$ cat src/dpsc_pkg.sv
package dpsc_pkg;

  // Shape of a fetch group and of its dispatch-group pointer.
  localparam int FETCH_WORDS = 8;
  localparam int WORD_IDX_W = 3;

  // Fetch stages, held as one valid bit each, first fetch stage in bit zero.
  localparam int FETCH_STAGES = 4;
  localparam int FETCH_MEM_STAGE = 2;

  // Load stages, execute stage one in bit zero; execute stage three does the access.
  localparam int LOAD_STAGES = 5;
  localparam int LOAD_LANES = 2;
  localparam int LOAD_MEM_STAGE = 2;
  localparam int BANK_W = 3;

  // Multicycle no-operation count and branch delay slots.
  localparam int NOP_CNT_W = 4;
  localparam logic [3:0] NOP_SINGLE = 4'h1;
  localparam logic [3:0] BRANCH_DELAY_SLOTS = 4'h5;

  // Reset values of the control state.
  localparam logic [3:0] CNT_RESET = 4'h0;
  localparam logic [7:0] BITS_RESET = 8'h00;

  // Position of the idle state's code bit.
  localparam int IDLE_BIT = 2;

  // Dispatch sequencer states.
  typedef enum logic [2:0] {
    DPSC_FLOW = 3'h1,
    DPSC_SPLIT = 3'h2,
    DPSC_IDLE = 3'h4
  } dpsc_disp_state_t;

endpackage

$ cat src/dpsc_stall_ctrl.sv
`timescale 1ns/100ps
`default_nettype none

module dpsc_stall_ctrl #(
  parameter int WORDS = dpsc_pkg::FETCH_WORDS,
  parameter int BANK_W = dpsc_pkg::BANK_W
) (
  // Clock, reset and clock enable.
  input wire logic clk_in,
  input wire logic rst_in,
  input wire logic clk_en_in,
  // Program side: fetching wanted, chaining bits of the group in the receive stage, memory ready.
  input wire logic fetch_run_in,
  input wire logic [WORDS-1:0] fetch_chain_bits_in,
  input wire logic fetch_mem_ready_in,
  // No-operation count of the group in the dispatch stage, and branch entering execute.
  input wire logic [dpsc_pkg::NOP_CNT_W-1:0] dispatch_nop_count_in,
  input wire logic branch_issue_in,
  // Interrupt taken: flushes the front of the pipeline.
  input wire logic irq_flush_in,
  // Loads of the group in decode, two lanes.
  input wire logic load_req_a_in,
  input wire logic [BANK_W-1:0] load_bank_a_in,
  input wire logic load_space_a_in,
  input wire logic load_req_b_in,
  input wire logic [BANK_W-1:0] load_bank_b_in,
  input wire logic load_space_b_in,
  input wire logic data_mem_ready_in,
  // Stall indications.
  output logic pipe_hold_out,
  output logic dispatch_stall_out,
  output logic mem_stall_out,
  output logic bank_stall_out,
  output logic nop_idle_out,
  output logic nop_cancel_out,
  // Stage occupancy and the group now in decode.
  output logic fetch_start_out,
  output logic [dpsc_pkg::FETCH_STAGES-1:0] fetch_stage_out,
  output logic decode_valid_out,
  output logic [WORDS-1:0] decode_mask_out,
  output logic [dpsc_pkg::LOAD_STAGES-1:0] load_stage_out
);

  localparam int IDX_W = dpsc_pkg::WORD_IDX_W;
  localparam int CW = dpsc_pkg::NOP_CNT_W;

  // State registers.
  dpsc_pkg::dpsc_disp_state_t state_reg;
  dpsc_pkg::dpsc_disp_state_t state_next;
  logic [dpsc_pkg::FETCH_STAGES-1:0] fetch_valid_reg;
  logic dp_valid_reg;
  logic [WORDS-1:0] dp_bits_reg;
  logic [IDX_W-1:0] dp_start_reg;
  logic [CW-1:0] nop_cnt_reg;
  logic [CW-1:0] nop_cnt_next;
  logic [CW-1:0] br_cnt_reg;
  logic mem_wait_reg;
  logic bank_hold_reg;
  logic bank_done_reg;
  logic disp_stall_reg;
  logic hold_reg;
  logic cancel_reg;
  logic start_reg;
  logic dc_valid_reg;
  logic [WORDS-1:0] dc_mask_reg;
  logic [dpsc_pkg::LOAD_STAGES-1:0] load_valid_reg;
  logic [dpsc_pkg::LOAD_LANES-1:0] lane_req_reg [0:2];
  logic [2*BANK_W-1:0] lane_bank_reg [0:2];
  logic [dpsc_pkg::LOAD_LANES-1:0] lane_space_reg [0:2];

  // Dispatch group decode of the fetch group held in the dispatch stage.
  wire logic [WORDS-1:0] grp_mask;
  wire logic [IDX_W-1:0] grp_end;
  wire logic grp_last;

  dpsc_group_scan #(
    .WORDS(WORDS),
    .IDX_W(IDX_W)
  ) u_scan (
    .chain_bits_in(dp_bits_reg),
    .start_in(dp_start_reg),
    .member_mask_out(grp_mask),
    .end_out(grp_end),
    .last_out(grp_last)
  );

  // Same-bank detection on the pair of loads in execute stage three.
  wire logic bank_conflict;

  dpsc_bank_check #(
    .BANK_W(BANK_W)
  ) u_bank (
    .req_a_in(lane_req_reg[dpsc_pkg::LOAD_MEM_STAGE][0]),
    .bank_a_in(lane_bank_reg[dpsc_pkg::LOAD_MEM_STAGE][BANK_W-1:0]),
    .space_a_in(lane_space_reg[dpsc_pkg::LOAD_MEM_STAGE][0]),
    .req_b_in(lane_req_reg[dpsc_pkg::LOAD_MEM_STAGE][1]),
    .bank_b_in(lane_bank_reg[dpsc_pkg::LOAD_MEM_STAGE][2*BANK_W-1:BANK_W]),
    .space_b_in(lane_space_reg[dpsc_pkg::LOAD_MEM_STAGE][1]),
    .conflict_out(bank_conflict)
  );

  // Advance conditions: memory stalls freeze every stage, idle and split freeze the front.
  wire logic in_idle = state_reg[dpsc_pkg::IDLE_BIT];
  wire logic exec_adv = !mem_wait_reg && !bank_hold_reg;
  wire logic dp_done = !dp_valid_reg || grp_last;
  wire logic front_ready = !in_idle && dp_done;
  wire logic fetch_adv = exec_adv && front_ready && !irq_flush_in;
  wire logic dp_fire = exec_adv && dp_valid_reg && !in_idle && !irq_flush_in;
  wire logic split_next = dp_fire && !grp_last;
  wire logic nop_load = dp_fire && (dispatch_nop_count_in > dpsc_pkg::NOP_SINGLE);
  wire logic br_done = exec_adv && (br_cnt_reg == CW'(1));
  wire logic nop_cut = br_done && in_idle;
  wire logic nop_end = exec_adv && in_idle && (nop_cnt_reg == CW'(1));
  wire logic load_mem_busy = load_valid_reg[dpsc_pkg::LOAD_MEM_STAGE];

  // Stall decisions for the next cycle.
  wire logic fetch_wait = fetch_valid_reg[dpsc_pkg::FETCH_MEM_STAGE] && front_ready
                          && !fetch_mem_ready_in;
  wire logic load_wait = load_mem_busy && !data_mem_ready_in;
  wire logic mem_wait_next = fetch_wait || load_wait;
  wire logic bank_hold_next = bank_conflict && !bank_hold_reg && !bank_done_reg;
  wire logic disp_stall_next = irq_flush_in ? 1'b0 :
                               (exec_adv && !in_idle) ? split_next : disp_stall_reg;
  wire logic idle_next = state_next[dpsc_pkg::IDLE_BIT];
  wire logic hold_next = mem_wait_next || bank_hold_next || disp_stall_next
                         || idle_next;
  wire logic [IDX_W-1:0] next_start = grp_end + IDX_W'(1);

  // Dispatch sequencer: flowing, splitting a fetch group, or issuing no-operation idles.
  always_comb
  begin
    state_next = state_reg;
    case (state_reg)
      dpsc_pkg::DPSC_FLOW, dpsc_pkg::DPSC_SPLIT:
      begin
        if (irq_flush_in)
          state_next = dpsc_pkg::DPSC_FLOW;
        else if (nop_load)
          state_next = dpsc_pkg::DPSC_IDLE;
        else if (split_next)
          state_next = dpsc_pkg::DPSC_SPLIT;
        else if (dp_fire)
          state_next = dpsc_pkg::DPSC_FLOW;
      end
      dpsc_pkg::DPSC_IDLE:
      begin
        if (irq_flush_in || nop_cut || nop_end)
          state_next = dpsc_pkg::DPSC_FLOW;
      end
      default:
        state_next = dpsc_pkg::DPSC_FLOW;
    endcase
  end

  // Idle count: loaded with count less one, cut short by a finished branch.
  always_comb
  begin
    nop_cnt_next = nop_cnt_reg;
    if (irq_flush_in || nop_cut)
      nop_cnt_next = dpsc_pkg::CNT_RESET;
    else if (nop_load)
      nop_cnt_next = dispatch_nop_count_in - dpsc_pkg::NOP_SINGLE;
    else if (exec_adv && in_idle)
      nop_cnt_next = nop_cnt_reg - CW'(1);
  end

  // Sequencer, idle count and branch delay-slot count.
  always_ff @(posedge clk_in)
  begin
    if (rst_in)
    begin
      state_reg <= dpsc_pkg::DPSC_FLOW;
      nop_cnt_reg <= dpsc_pkg::CNT_RESET;
      br_cnt_reg <= dpsc_pkg::CNT_RESET;
    end
    else if (clk_en_in)
    begin
      state_reg <= state_next;
      nop_cnt_reg <= nop_cnt_next;
      if (exec_adv && branch_issue_in)
        br_cnt_reg <= dpsc_pkg::BRANCH_DELAY_SLOTS;
      else if (exec_adv && (br_cnt_reg != dpsc_pkg::CNT_RESET))
        br_cnt_reg <= br_cnt_reg - CW'(1);
    end
  end

  // Fetch stages shift one place whenever the front may advance.
  always_ff @(posedge clk_in)
  begin
    if (rst_in)
      fetch_valid_reg <= '0;
    else if (clk_en_in)
    begin
      if (irq_flush_in)
        fetch_valid_reg <= '0;
      else if (fetch_adv)
        fetch_valid_reg <= {fetch_valid_reg[dpsc_pkg::FETCH_STAGES-2:0], fetch_run_in};
    end
  end

  // Dispatch stage: take a new fetch group or step to its next dispatch group.
  always_ff @(posedge clk_in)
  begin
    if (rst_in)
    begin
      dp_valid_reg <= 1'b0;
      dp_bits_reg <= dpsc_pkg::BITS_RESET;
      dp_start_reg <= '0;
    end
    else if (clk_en_in)
    begin
      if (irq_flush_in)
        dp_valid_reg <= 1'b0;
      else if (fetch_adv)
      begin
        dp_valid_reg <= fetch_valid_reg[dpsc_pkg::FETCH_STAGES-1];
        dp_bits_reg <= fetch_chain_bits_in;
        dp_start_reg <= '0;
      end
      else if (split_next)
        dp_start_reg <= next_start;
    end
  end

  // Load lanes carry request, bank and space from execute stage one to three.
  always_ff @(posedge clk_in)
  begin
    if (rst_in)
    begin
      load_valid_reg <= '0;
      for (int s = 0; s < 3; s++)
      begin
        lane_req_reg[s] <= '0;
        lane_bank_reg[s] <= '0;
        lane_space_reg[s] <= '0;
      end
    end
    else if (clk_en_in && exec_adv)
    begin
      load_valid_reg <= {load_valid_reg[dpsc_pkg::LOAD_STAGES-2:0],
                         load_req_a_in || load_req_b_in};
      lane_req_reg[0] <= {load_req_b_in, load_req_a_in};
      lane_bank_reg[0] <= {load_bank_b_in, load_bank_a_in};
      lane_space_reg[0] <= {load_space_b_in, load_space_a_in};
      for (int s = 1; s < 3; s++)
      begin
        lane_req_reg[s] <= lane_req_reg[s-1];
        lane_bank_reg[s] <= lane_bank_reg[s-1];
        lane_space_reg[s] <= lane_space_reg[s-1];
      end
    end
  end

  // Memory wait and bank-hit stalls; a bank hit holds for exactly one cycle.
  always_ff @(posedge clk_in)
  begin
    if (rst_in)
    begin
      mem_wait_reg <= 1'b0;
      bank_hold_reg <= 1'b0;
      bank_done_reg <= 1'b0;
    end
    else if (clk_en_in)
    begin
      mem_wait_reg <= mem_wait_next;
      bank_hold_reg <= bank_hold_next;
      if (bank_hold_reg)
        bank_done_reg <= 1'b1;
      else if (exec_adv)
        bank_done_reg <= 1'b0;
    end
  end

  // Reported state: hold, dispatch stall, decode contents and fetch starts.
  always_ff @(posedge clk_in)
  begin
    if (rst_in)
    begin
      disp_stall_reg <= 1'b0;
      hold_reg <= 1'b0;
      cancel_reg <= 1'b0;
      start_reg <= 1'b0;
      dc_valid_reg <= 1'b0;
      dc_mask_reg <= dpsc_pkg::BITS_RESET;
    end
    else if (clk_en_in)
    begin
      disp_stall_reg <= disp_stall_next;
      hold_reg <= hold_next;
      cancel_reg <= nop_cut;
      start_reg <= fetch_adv && fetch_run_in;
      dc_valid_reg <= dp_fire;
      dc_mask_reg <= dp_fire ? grp_mask : dpsc_pkg::BITS_RESET;
    end
  end

  // Outputs, each taken from a flip-flop.
  assign pipe_hold_out = hold_reg;
  assign dispatch_stall_out = disp_stall_reg;
  assign mem_stall_out = mem_wait_reg;
  assign bank_stall_out = bank_hold_reg;
  assign nop_idle_out = state_reg[dpsc_pkg::IDLE_BIT];
  assign nop_cancel_out = cancel_reg;
  assign fetch_start_out = start_reg;
  assign fetch_stage_out = fetch_valid_reg;
  assign decode_valid_out = dc_valid_reg;
  assign decode_mask_out = dc_mask_reg;
  assign load_stage_out = load_valid_reg;

endmodule // dpsc_stall_ctrl

`default_nettype wire

$ cat src/dpsc_group_scan.sv
`timescale 1ns/100ps
`default_nettype none

// Finds the dispatch group that starts at a given word of a fetch group.
module dpsc_group_scan #(
  parameter int WORDS = dpsc_pkg::FETCH_WORDS,
  parameter int IDX_W = dpsc_pkg::WORD_IDX_W
) (
  // Chaining bits of the fetch group and first word of the group.
  input wire logic [WORDS-1:0] chain_bits_in,
  input wire logic [IDX_W-1:0] start_in,
  // Members, last word and whether this group closes the fetch group.
  output logic [WORDS-1:0] member_mask_out,
  output logic [IDX_W-1:0] end_out,
  output logic last_out
);

  // A group ends at the first word whose chaining bit is clear; the final word always ends it.
  function automatic logic [IDX_W-1:0] find_end(input logic [WORDS-1:0] bits,
                                                input logic [IDX_W-1:0] start);
    logic found;
    logic [IDX_W-1:0] e;
    found = 1'b0;
    e = IDX_W'(WORDS - 1);
    for (int i = 0; i < WORDS - 1; i++)
    begin
      if (!found && (i >= int'(start)) && !bits[i])
      begin
        e = IDX_W'(i);
        found = 1'b1;
      end
    end
    return e;
  endfunction

  // Marks every word from the start word up to the end word.
  function automatic logic [WORDS-1:0] span_mask(input logic [IDX_W-1:0] start,
                                                 input logic [IDX_W-1:0] stop);
    logic [WORDS-1:0] m;
    m = '0;
    for (int i = 0; i < WORDS; i++)
    begin
      m[i] = (i >= int'(start)) && (i <= int'(stop));
    end
    return m;
  endfunction

  // Group decode from the chaining bits.
  assign end_out = find_end(chain_bits_in, start_in);
  assign member_mask_out = span_mask(start_in, end_out);
  assign last_out = (end_out == IDX_W'(WORDS - 1));

endmodule // dpsc_group_scan

`default_nettype wire

$ cat src/dpsc_bank_check.sv
`timescale 1ns/100ps
`default_nettype none

// Flags two data accesses that meet in one single-ported bank of one memory space.
module dpsc_bank_check #(
  parameter int BANK_W = dpsc_pkg::BANK_W
) (
  // First access.
  input wire logic req_a_in,
  input wire logic [BANK_W-1:0] bank_a_in,
  input wire logic space_a_in,
  // Second access.
  input wire logic req_b_in,
  input wire logic [BANK_W-1:0] bank_b_in,
  input wire logic space_b_in,
  // Both accesses hit the same bank.
  output logic conflict_out
);

  // Different banks, or the same bank in another space, pass freely.
  wire logic same_bank = (bank_a_in == bank_b_in) && (space_a_in == space_b_in);
  assign conflict_out = req_a_in && req_b_in && same_bank;

endmodule // dpsc_bank_check

`default_nettype wire

$ cat config.mk
export PLATFORM = sky130hd
export DESIGN_NAME = dpsc_stall_ctrl
export DESIGN_NICKNAME = d
export VERILOG_FILES = /design/src/dpsc_pkg.sv /design/src/dpsc_stall_ctrl.sv /design/src/dpsc_group_scan.sv /design/src/dpsc_bank_check.sv
export SDC_FILE = /design/constraint.sdc
export NUM_CORES = 1
export LEC_CHECK = 0
export CAP_MARGIN = 20
export CORE_MARGIN = 2
export CORE_UTILIZATION = 57
export DETAILED_ROUTE_END_ITERATION = 7
export DONT_BUFFER_PORTS = 1
export PLACE_DENSITY = 0.75
export SLEW_MARGIN = 20
export SYNTH_ARGS = -nofsm -noshare
export SYNTH_HDL_FRONTEND = slang
export SYNTH_HIERARCHICAL = 1
export SYNTH_SLANG_ARGS = --single-unit
$ cat constraint.sdc
create_clock -name clk_in -period 2.1 [get_ports clk_in]
set_clock_uncertainty 0.05 [all_clocks]
set_input_delay 0.21 -clock clk_in [delete_from_list [all_inputs] [get_ports clk_in]]
set_output_delay 0.21 -clock clk_in [all_outputs]
set_load 0.01 [all_outputs]
Word level (Yosys, flattened, before mapping)
Memories as Yosys holds them, arrays and structs flattened.
Cells that the tools add are included.
W data, S select, Z words.
{ "classes": {"reduce_logical": 89, "n_lt_le_gt_ge": 15, "n_eq_ne": 10, "muxes": 49, "bitwise_logic": 10, "add_sub_neg": 4} }
{ "op_table": {"columns": ["operator", "count"], "rows": [
  ["$logic_and A1 B1 Y1", 45],
  ["$mux W3", 14],
  ["$mux W4", 7],
  ["$logic_not A1 Y1", 22],
  ["$mux W6", 3],
  ["$mux W1", 17],
  ["$le A3 B3 Y1 const A", 4],
  ["$mux W2", 6],
  ["$sub A4 B1 Y4 const B", 3],
  ["$ge A3 B3 Y1 const A", 3],
  ["$or A1 B1 Y1", 9],
  ["$reduce_and A3 Y1", 3],
  ["$eq A4 B1 Y1 const B", 2],
  ["$logic_or A1 B1 Y1", 8],
  ["$mux W8", 1],
  ["$reduce_and A2 Y1", 4],
  ["$reduce_bool A2 Y1", 4],
  ["$eq A3 B3 Y1 const B", 2],
  ["$ge A1 B3 Y1 const A", 2],
  ["$ge A2 B3 Y1 const A", 2],
  ["$le A2 B3 Y1 const A", 2],
  ["$pmux W3 S2", 1],
  ["$ne A5 B5 Y1 const B", 1],
  ["$gt A4 B1 Y1 const B", 1],
  ["11 further kinds", 11]
]} }
{ "word_totals": {"memories": 3, "wordCells": 198, "ram_bits": 30, "reg_bits": 47} }
{ "memory_table": {"columns": ["memory", "words", "word_bits", "rd", "rd_clocked_by_memory_dff", "wr", "line_no", "rtl"], "rows": [
  ["lane_bank_reg", 3, 6, 3, 0, 3, "dpsc_stall_ctrl.sv:68", "logic [2*BANK_W-1:0] lane_bank_reg [0:2];"],
  ["lane_req_reg", 3, 2, 3, 0, 3, "dpsc_stall_ctrl.sv:67", "logic [dpsc_pkg::LOAD_LANES-1:0] lane_req_reg [0:2];"],
  ["lane_space_reg", 3, 2, 3, 0, 3, "dpsc_stall_ctrl.sv:69", "logic [dpsc_pkg::LOAD_LANES-1:0] lane_space_reg [0:2];"]
]} }

Logic depth before layout (Yosys ltp)
Gate-level depths: netlist of the first run.
{ "depth": {"ltp_word": 36, "mapped_depth": 10} }

Hierarchy
The synthesis of the first run kept the hierarchy.
{ "by_module_without_submodules": {"columns": ["module", "instances", "seq_area_each_um2", "area_per_inst_um2", "cells_per_inst"], "rows": [
  ["dpsc_stall_ctrl", 1, 1861.8, 3337.0, 329],
  ["dpsc_group_scan", 1, 0.0, 244.0, 42],
  ["dpsc_bank_check", 1, 0.0, 52.6, 6]
]} }

Worst setup path before layout of the first run
Ideal clock, no wire load.
{ "synth_path": {"path_type": "register to register", "start": "register bank_hold_reg (netlist: bank_stall_out)", "end": "memory lane_bank_reg[0][0] in the netlist's numbering, enable pin", "slack_ns": -0.006, "period_less_slack_ns": 2.106, "path_stages_with_launch": 5, "required_ns": 1.662, "arrival_time_ns": 1.668, "n_path_buf": 2, "cell_sequence": "dfxtp_1 -> buf_6 -> or3b_1 -> buf_6 -> nand2_1"} }
{ "synth_lines": {"columns": ["item", "line_no", "rtl"], "rows": [
  ["from (decl)", "dpsc_stall_ctrl.sv:58", "logic bank_hold_reg;"],
  ["from (signal assigned)", "dpsc_stall_ctrl.sv:266", "bank_hold_reg <= bank_hold_next;"],
  ["to (decl)", "dpsc_stall_ctrl.sv:68", null]
]} }

Worst setup path in the final report of the first run
{ "layout_path": {"start": "register dp_start_reg[0]", "end": "register state_reg[1]"} }
{ "layout_via": {"elab_chain_cells": 34} }
{ "layout_lines": {"columns": ["item", "line_no", "rtl"], "rows": [
  ["from (decl)", "dpsc_stall_ctrl.sv:53", "logic [IDX_W-1:0] dp_start_reg;"],
  ["from (signal assigned)", "dpsc_stall_ctrl.sv:221", "dp_start_reg <= next_start;"],
  ["$ge A1 B3 Y1", "dpsc_group_scan.sv:27", "if (!found && (i >= int'(start)) && !bits[i])"],
  ["$logic_and A1 B1 Y1", "dpsc_group_scan.sv:27", null],
  ["$mux W1", "dpsc_group_scan.sv:27", null],
  ["$logic_not A1 Y1", "dpsc_group_scan.sv:27", null],
  ["$logic_and A1 B1 Y1 (2 in a row)", "dpsc_group_scan.sv:27", null],
  ["$mux W1", "dpsc_group_scan.sv:27", null],
  ["$logic_not A1 Y1", "dpsc_group_scan.sv:27", null],
  ["$logic_and A1 B1 Y1 (2 in a row)", "dpsc_group_scan.sv:27", null],
  ["[... 17 more ...]", null, null],
  ["$eq A3 B3 Y1 (*)", "dpsc_group_scan.sv:51", "assign last_out = (end_out == IDX_W'(WORDS - 1));"],
  ["via grp_last", "dpsc_stall_ctrl.sv:74", "wire logic grp_last;"],
  ["$logic_not A1 Y1 (*)", "dpsc_stall_ctrl.sv:109", "wire logic split_next = dp_fire && !grp_last;"],
  ["$logic_and A1 B1 Y1 (*)", "dpsc_stall_ctrl.sv:109", null],
  ["$mux W3", "dpsc_stall_ctrl.sv:140", "else if (split_next)"],
  ["$mux W3", "dpsc_stall_ctrl.sv:138", "else if (nop_load)"],
  ["$mux W3", "dpsc_stall_ctrl.sv:136", "if (irq_flush_in)"],
  ["$pmux W3 S2", "dpsc_stall_ctrl.sv:133", "case (state_reg)"],
  ["to (signal assigned)", "dpsc_stall_ctrl.sv:172", "state_reg <= dpsc_pkg::DPSC_FLOW;"],
  ["to (signal assigned)", "dpsc_stall_ctrl.sv:178", "state_reg <= state_next;"],
  ["to (decl)", "dpsc_stall_ctrl.sv:48", "dpsc_pkg::dpsc_disp_state_t state_reg;"]
]} }
The timed path passes the listed nets; every way through them passes the cells marked *.
A chain may end at the register's enable or synchronous reset.

==> impl_metrics.tcl, run 1 <==
set metrics [dict create \
    cts_tree "built" \
    viasPerCell 5.78 \
    syn_area_sq_um 3600 \
    antenna_found_initial 0 \
    fmax_mhz 489 \
    hold_end "lane_space_reg[0][1]$_SDFFCE_PN0P_" \
    r2r_cells 8 \
    cp.arrival_ns 2.28 \
    grt_overflow 0 \
    core_sq_um 6030 \
    critPathKind "reg2reg" \
    worstPathMaxFanout 7 \
    final_max_slew_viol_count 0 \
    area_growth_syn_to_layout_pct 16.6 \
    drive_gt1_share_pct 17.8 \
    placed_area_sq_um 3760 \
    io_buffers 0 \
    ant_nets 0 \
    syn-num-nets 411 \
    peakVddDrop_mv 0.507 \
    regToRegStartpoint "dp_start_reg[0]$_SDFFE_PP0P_" \
    drt-initial-drc-count 148 \
    clk_latency_ns 0.35 \
    die_h_microns 83.5 \
    dp_hpwl_microns 5130 \
    grt_max_degree 44 \
    cts_buffer_depth 2 \
    power.leakage_uw 0.00165 \
    worstHoldStart "load_space_b_in" \
    utilization_pct 69.7 \
    drt-total-wl_microns 7710 \
    nNetsFinal 433 \
    slew_headroom_pct 62.6 \
    die_area_sq_um 6970 \
    die_x_microns 83.5 \
    synth_warnings 6 \
    gp_congestion 0.839 \
    synth_area_per_cell_sq_um 9.65 \
    powerDensity_nw_per_um2 722 \
    start_util_pct 59.8 \
    largest_reg_flops 18 \
    syn-instance-count 373 \
    grtUsageTotal_pct 23.2 \
    ff2ff_setup_slack_ns 0.05 \
    io_pins 55 \
    diodes 0 \
    tightest_slew_ns 0.560 \
    cts_root_buf "clkbuf_8" \
    status "complete, no violations" \
    grt_pass1_wl_microns 13000 \
    hold_viol 0 \
    first_pass_iters 5 \
    rsz0062_at_grt "true" \
    cts.clk_slew.worst_paths_ns 0.08 \
    hold_class "in2reg" \
    end_kind "register" \
    rows 28 \
    htree_levels 3 \
    cp.required_ns 2.34 \
    startpoint_type "register" \
    final_area_sq_um 4200 \
    setup_tns_ns 0 \
    setup-violations-final 0 \
    num_vias 2744 \
    cts_made_buffers 9 \
    cap_viol_max_count 0 \
    grt_pass1_vias 2709 \
    post-route-period-util_pct 97.4 \
    worstHoldPathCells 1 \
    cts_sinks 77 \
    post-layout-total-power_uw 3030 \
    wire_per_inst_microns 16.2 \
    drc_errors 0 \
    rr_endpoint "state_reg[1]$_SDFFE_PP0P_" \
    hold_slack_ns 0.0269 \
    post-route-min-period_ns 2.05 \
]
[power by group]
part / total, uW / internal [uW] / switching (uW)
clock network: 1090 / 547 / 538
logic: 281 / 122 / 159
registers: 1660 / 1620 / 43.9
total: 3030 / 2290 / 742
[metrics by stage]
stage               std cells  worst slack, ns
global placement          446          -0.0610
CTS                       474          0.00837
floorplan                 373           0.0346
global route              475          -0.0466
finish                    475           0.0538
detailed placement        446           -0.103
[routing by layer]
layer | vias up | track usage [%] | wire, microns
met4 | 0 | 8.21 | 97
met5 | - | 0 | 0
met2 | 52 | 37.4 | 3850
li1 | 1374 | - | -
met1 | 1307 | 30.3 | 3310
met3 | 11 | 6.53 | 455
[layout make-up]
class | count | area, sq um
flip-flops and latches | 77 | 1850
repair buffers | 36 | 347
inverters | 12 | 45.0
clock inverters | 6 | 61.3
multi-input cells | 259 | 1670
fillers | 463 | 1830
well taps | 75 | 93.8
clock buffers | 10 | 128
[layout by cell type, fill, tap and decap left out, drive strengths merged, types with 10 or more instances in the layout]
cell and instances:
edfxtp 30, dfxtp 47, nand2 42, clkbuf 10, dlygate4sd3 11, and3 32
buf 25, inv 13, a22oi 12, a21oi 34, nor3 12, nor2 40
[critical path, stage by stage (launching register included)]
cell	delay [ns]
dfxtp_4	0.38
buf_6	0.13
o21a_1	0.19
or2_1	0.26
nand2_2	0.11
a21oi_4	0.06
buf_6	0.15
or4_1	0.50
a21oi_1	0.15
[how the worst max path moves through the flow]
stage,startpoint,end,slack [ns],cells after the start
after detailed placement,dp_start_reg[0]$_SDFFE_PP0P_,pipe_hold_out$_SDFFE_PP0P_,-0.10,10
after floorplan,dp_start_reg[1]$_SDFFE_PP0P_,pipe_hold_out$_SDFFE_PP0P_,0.03,9
after global placement,dp_start_reg[1]$_SDFFE_PP0P_,pipe_hold_out$_SDFFE_PP0P_,-0.06,9
after CTS,dp_start_reg[0]$_SDFFE_PP0P_,pipe_hold_out$_SDFFE_PP0P_,0.008,11
final,dp_start_reg[0]$_SDFFE_PP0P_,state_reg[1]$_SDFFE_PP0P_,0.05,8
after global routing,dp_start_reg[0]$_SDFFE_PP0P_,pipe_hold_out$_SDFFE_PP0P_,-0.05,11
[what timing repair did]
action                                  CTS  global route
endpoints found under the setup margin   12            20
pin swaps                                 0             7
gates resized for setup                   4            24
cloned                                    0             0
hold endpoints to repair                 44             0
hold buffers                             12             0
buffers inserted                          0             1
Power figures use the tool's default switching activity.
==> inputs of run 2 (changes only) <==
--- a/config.mk
+++ b/config.mk
@@ -10,6 +10,8 @@
 export CORE_UTILIZATION = 57
 export DETAILED_ROUTE_END_ITERATION = 7
 export DONT_BUFFER_PORTS = 1
+export GPL_ROUTABILITY_DRIVEN = 0
+export GPL_TIMING_DRIVEN = 0
 export PLACE_DENSITY = 0.75
 export SLEW_MARGIN = 20
 export SYNTH_ARGS = -nofsm -noshare
==> impl_metrics.tcl, run 2 (synthesis gave the netlist of run 1 again) <==
set metrics [dict create \
    seq_area_sq_um 1850 \
    nNetsFinal 438 \
    drc_errors 0 \
    largest_reg_flops 18 \
    setup-violations-final 0 \
    cp.required_ns 2.31 \
    grtUsageTotal_pct 23.3 \
    cts.clk_slew.worst_paths_ns 0.08 \
    power.leakage_uw 0.00164 \
    mostFrequentLayoutCell "dfxtp_1" \
    powerDensity_nw_per_um2 763 \
    cap_viol_max_count 0 \
    die_h_microns 83.5 \
    max_stage_delay_ns 0.38 \
    cp_slowest_cell "dfxtp_4" \
    end_kind "register" \
    worstHoldPathCells 2 \
    grt_pass1_wl_microns 13000 \
    wire_per_inst_microns 16.8 \
    tightest_slew_ns 0.568 \
    io_buffers 0 \
    fmax_mhz 477 \
    worstPathMaxFanout 10 \
    io_pins 55 \
    htree_levels 3 \
    r2r_cells 10 \
    first_pass_iters 5 \
    switching_power_uw 776 \
    startpoint_type "register" \
    hold_viol 0 \
    hold_class "in2reg" \
    most-common-layout-cells "dfxtp_1, nor2_1, nand2_1" \
    drt-initial-drc-count 167 \
    busiest_layer "met2" \
    hold_slack_ns 0.0188 \
    clkPwrFrac_pct 38.7 \
    crit_chain "buf_6 > o21a_1 > or2_1 > nand2_2 > a21oi_4 > nor2b_4 > nor4b_4 > a21oi_2 > nor3b_2 > a211oi_1" \
    num_vias 2854 \
    slew_headroom_pct 62.2 \
    grt_overflow 0 \
    die_x_microns 83.5 \
    rsz0062_at_grt "true" \
    fillers 470 \
    antenna_found_initial 0 \
    post-route-period-util_pct 99.8 \
    dp_hpwl_microns 5350 \
    cts_made_buffers 9 \
    multi_input_area_sq_um 1670 \
    p_int_uw 2400 \
    die_area_sq_um 6970 \
    ant_nets 0 \
    cts_tree "built" \
    peakVddDrop_mv 0.432 \
    grt_util_met2_pct 36.8 \
    clk_latency_ns 0.35 \
    cts_root_buf "clkbuf_8" \
    diodes 0 \
    post-route-min-period_ns 2.10 \
    rows 28 \
    grt_max_degree 32 \
    drt-total-wl_microns 8040 \
    fin_ws_ns 0.00355 \
    core_sq_um 6030 \
    drive_gt1_share_pct 16.3 \
    power_frac_seq_pct 52.3 \
    grt_pass1_vias 2726 \
    viasPerCell 5.95 \
    p_sw_share_pct 24.4 \
    area_growth_syn_to_layout_pct 15.6 \
    status "complete, no violations" \
    cts_buffer_depth 2 \
    final_max_slew_viol_count 0 \
    cp.arrival_ns 2.31 \
    cts_sinks 77 \
    use_met3_pct 7.52 \
    p_comb_share_pct 9.0 \
    met1_usage_pct 31.0 \
    critPathKind "reg2reg" \
    start_util_pct 59.8 \
    pre_cts_slack_ns -0.584 \
]
## run 2: cell types whose count changed in the layout (fill, tap and decap cells not counted), sizes merged
cell / previous run / this run
dlygate4sd3: 11 / 8
clkbuf: 10 / 23
bufinv: 1 / 2
clkinv: 4 / 2
clkinvlp: 0 / 1
buf: 25 / 20
## run 2: worst paths after layout
check	end	slack [ns]	startpoint
max reg2reg	pipe_hold_out$_SDFFE_PP0P_	0.004	dp_start_reg[2]$_SDFFE_PP0P_
max	pipe_hold_out$_SDFFE_PP0P_	0.004	dp_start_reg[2]$_SDFFE_PP0P_
min	load_stage_out[0]$_SDFFE_PP0P_	0.02	load_req_a_in
min reg2reg	dp_bits_reg[3]$_SDFFE_PP0P_	0.42	dp_bits_reg[3]$_SDFFE_PP0P_
## run 2: repair_timing
item / CTS / global route
pin swaps: 1 / 4
gates resized for setup: 16 / 12
buffers inserted: 3 / 5
hold buffers: 8 / 0
setup endpoints to repair: 17 / 46
hold endpoints to repair: 9 / 0
## run 2: layer usage
layer / wire (microns) / vias to the layer above
li1: - / 1378
met1: 3590 / 1399
met2: 3900 / 68
met3: 459 / 9
met4: 95 / 0
met5: 0 / -
## run 2: layout make-up
type / instances / share of cell area, %
Clock inverter: 6 / 2.07
Clock buffer: 10 / 3.07
Timing Repair Buffer: 16 / 3.37
Tap cell: 75 / 2.25
Sequential cell: 77 / 44.5
Multi-Input combinational cell: 259 / 40.2
Buffer: 25 / 3.49
Inverter: 12 / 1.08
## run 2: power groups by stage
stage	logic [uW]	clock network, uW	registers [uW]
CTS	277	1240	1660
global placement	254	0	1690
floorplan	204	0	1690
finish	286	1230	1660
global route	319	1300	1670
detailed placement	262	0	1700
## run 2: worst max-delay path, delay by kind of cell, from the launching register on
| kind | cells | cell delay (ns) |
|---|---|---|
| buffers and inverters | 1 | 0.13 |
| flip-flops | 1 | 0.38 |
| AO/OA/AOI/OAI | 4 | 0.66 |
| AND/OR/NAND/NOR | 5 | 0.77 |
## run 2: per-stage QoR
step	instances	instance area [sq um]	total power, uW	TNS (ns)	util, %
floorplan	373	3600	1890	0	-
global placement	448	3700	1950	-4.63	61.4
detailed placement	448	3700	1960	-4.90	61.4
CTS	475	4080	3180	0	67.6
global route	480	4160	3290	-0.383	69.1
finish	480	4160	3170	0	69.1
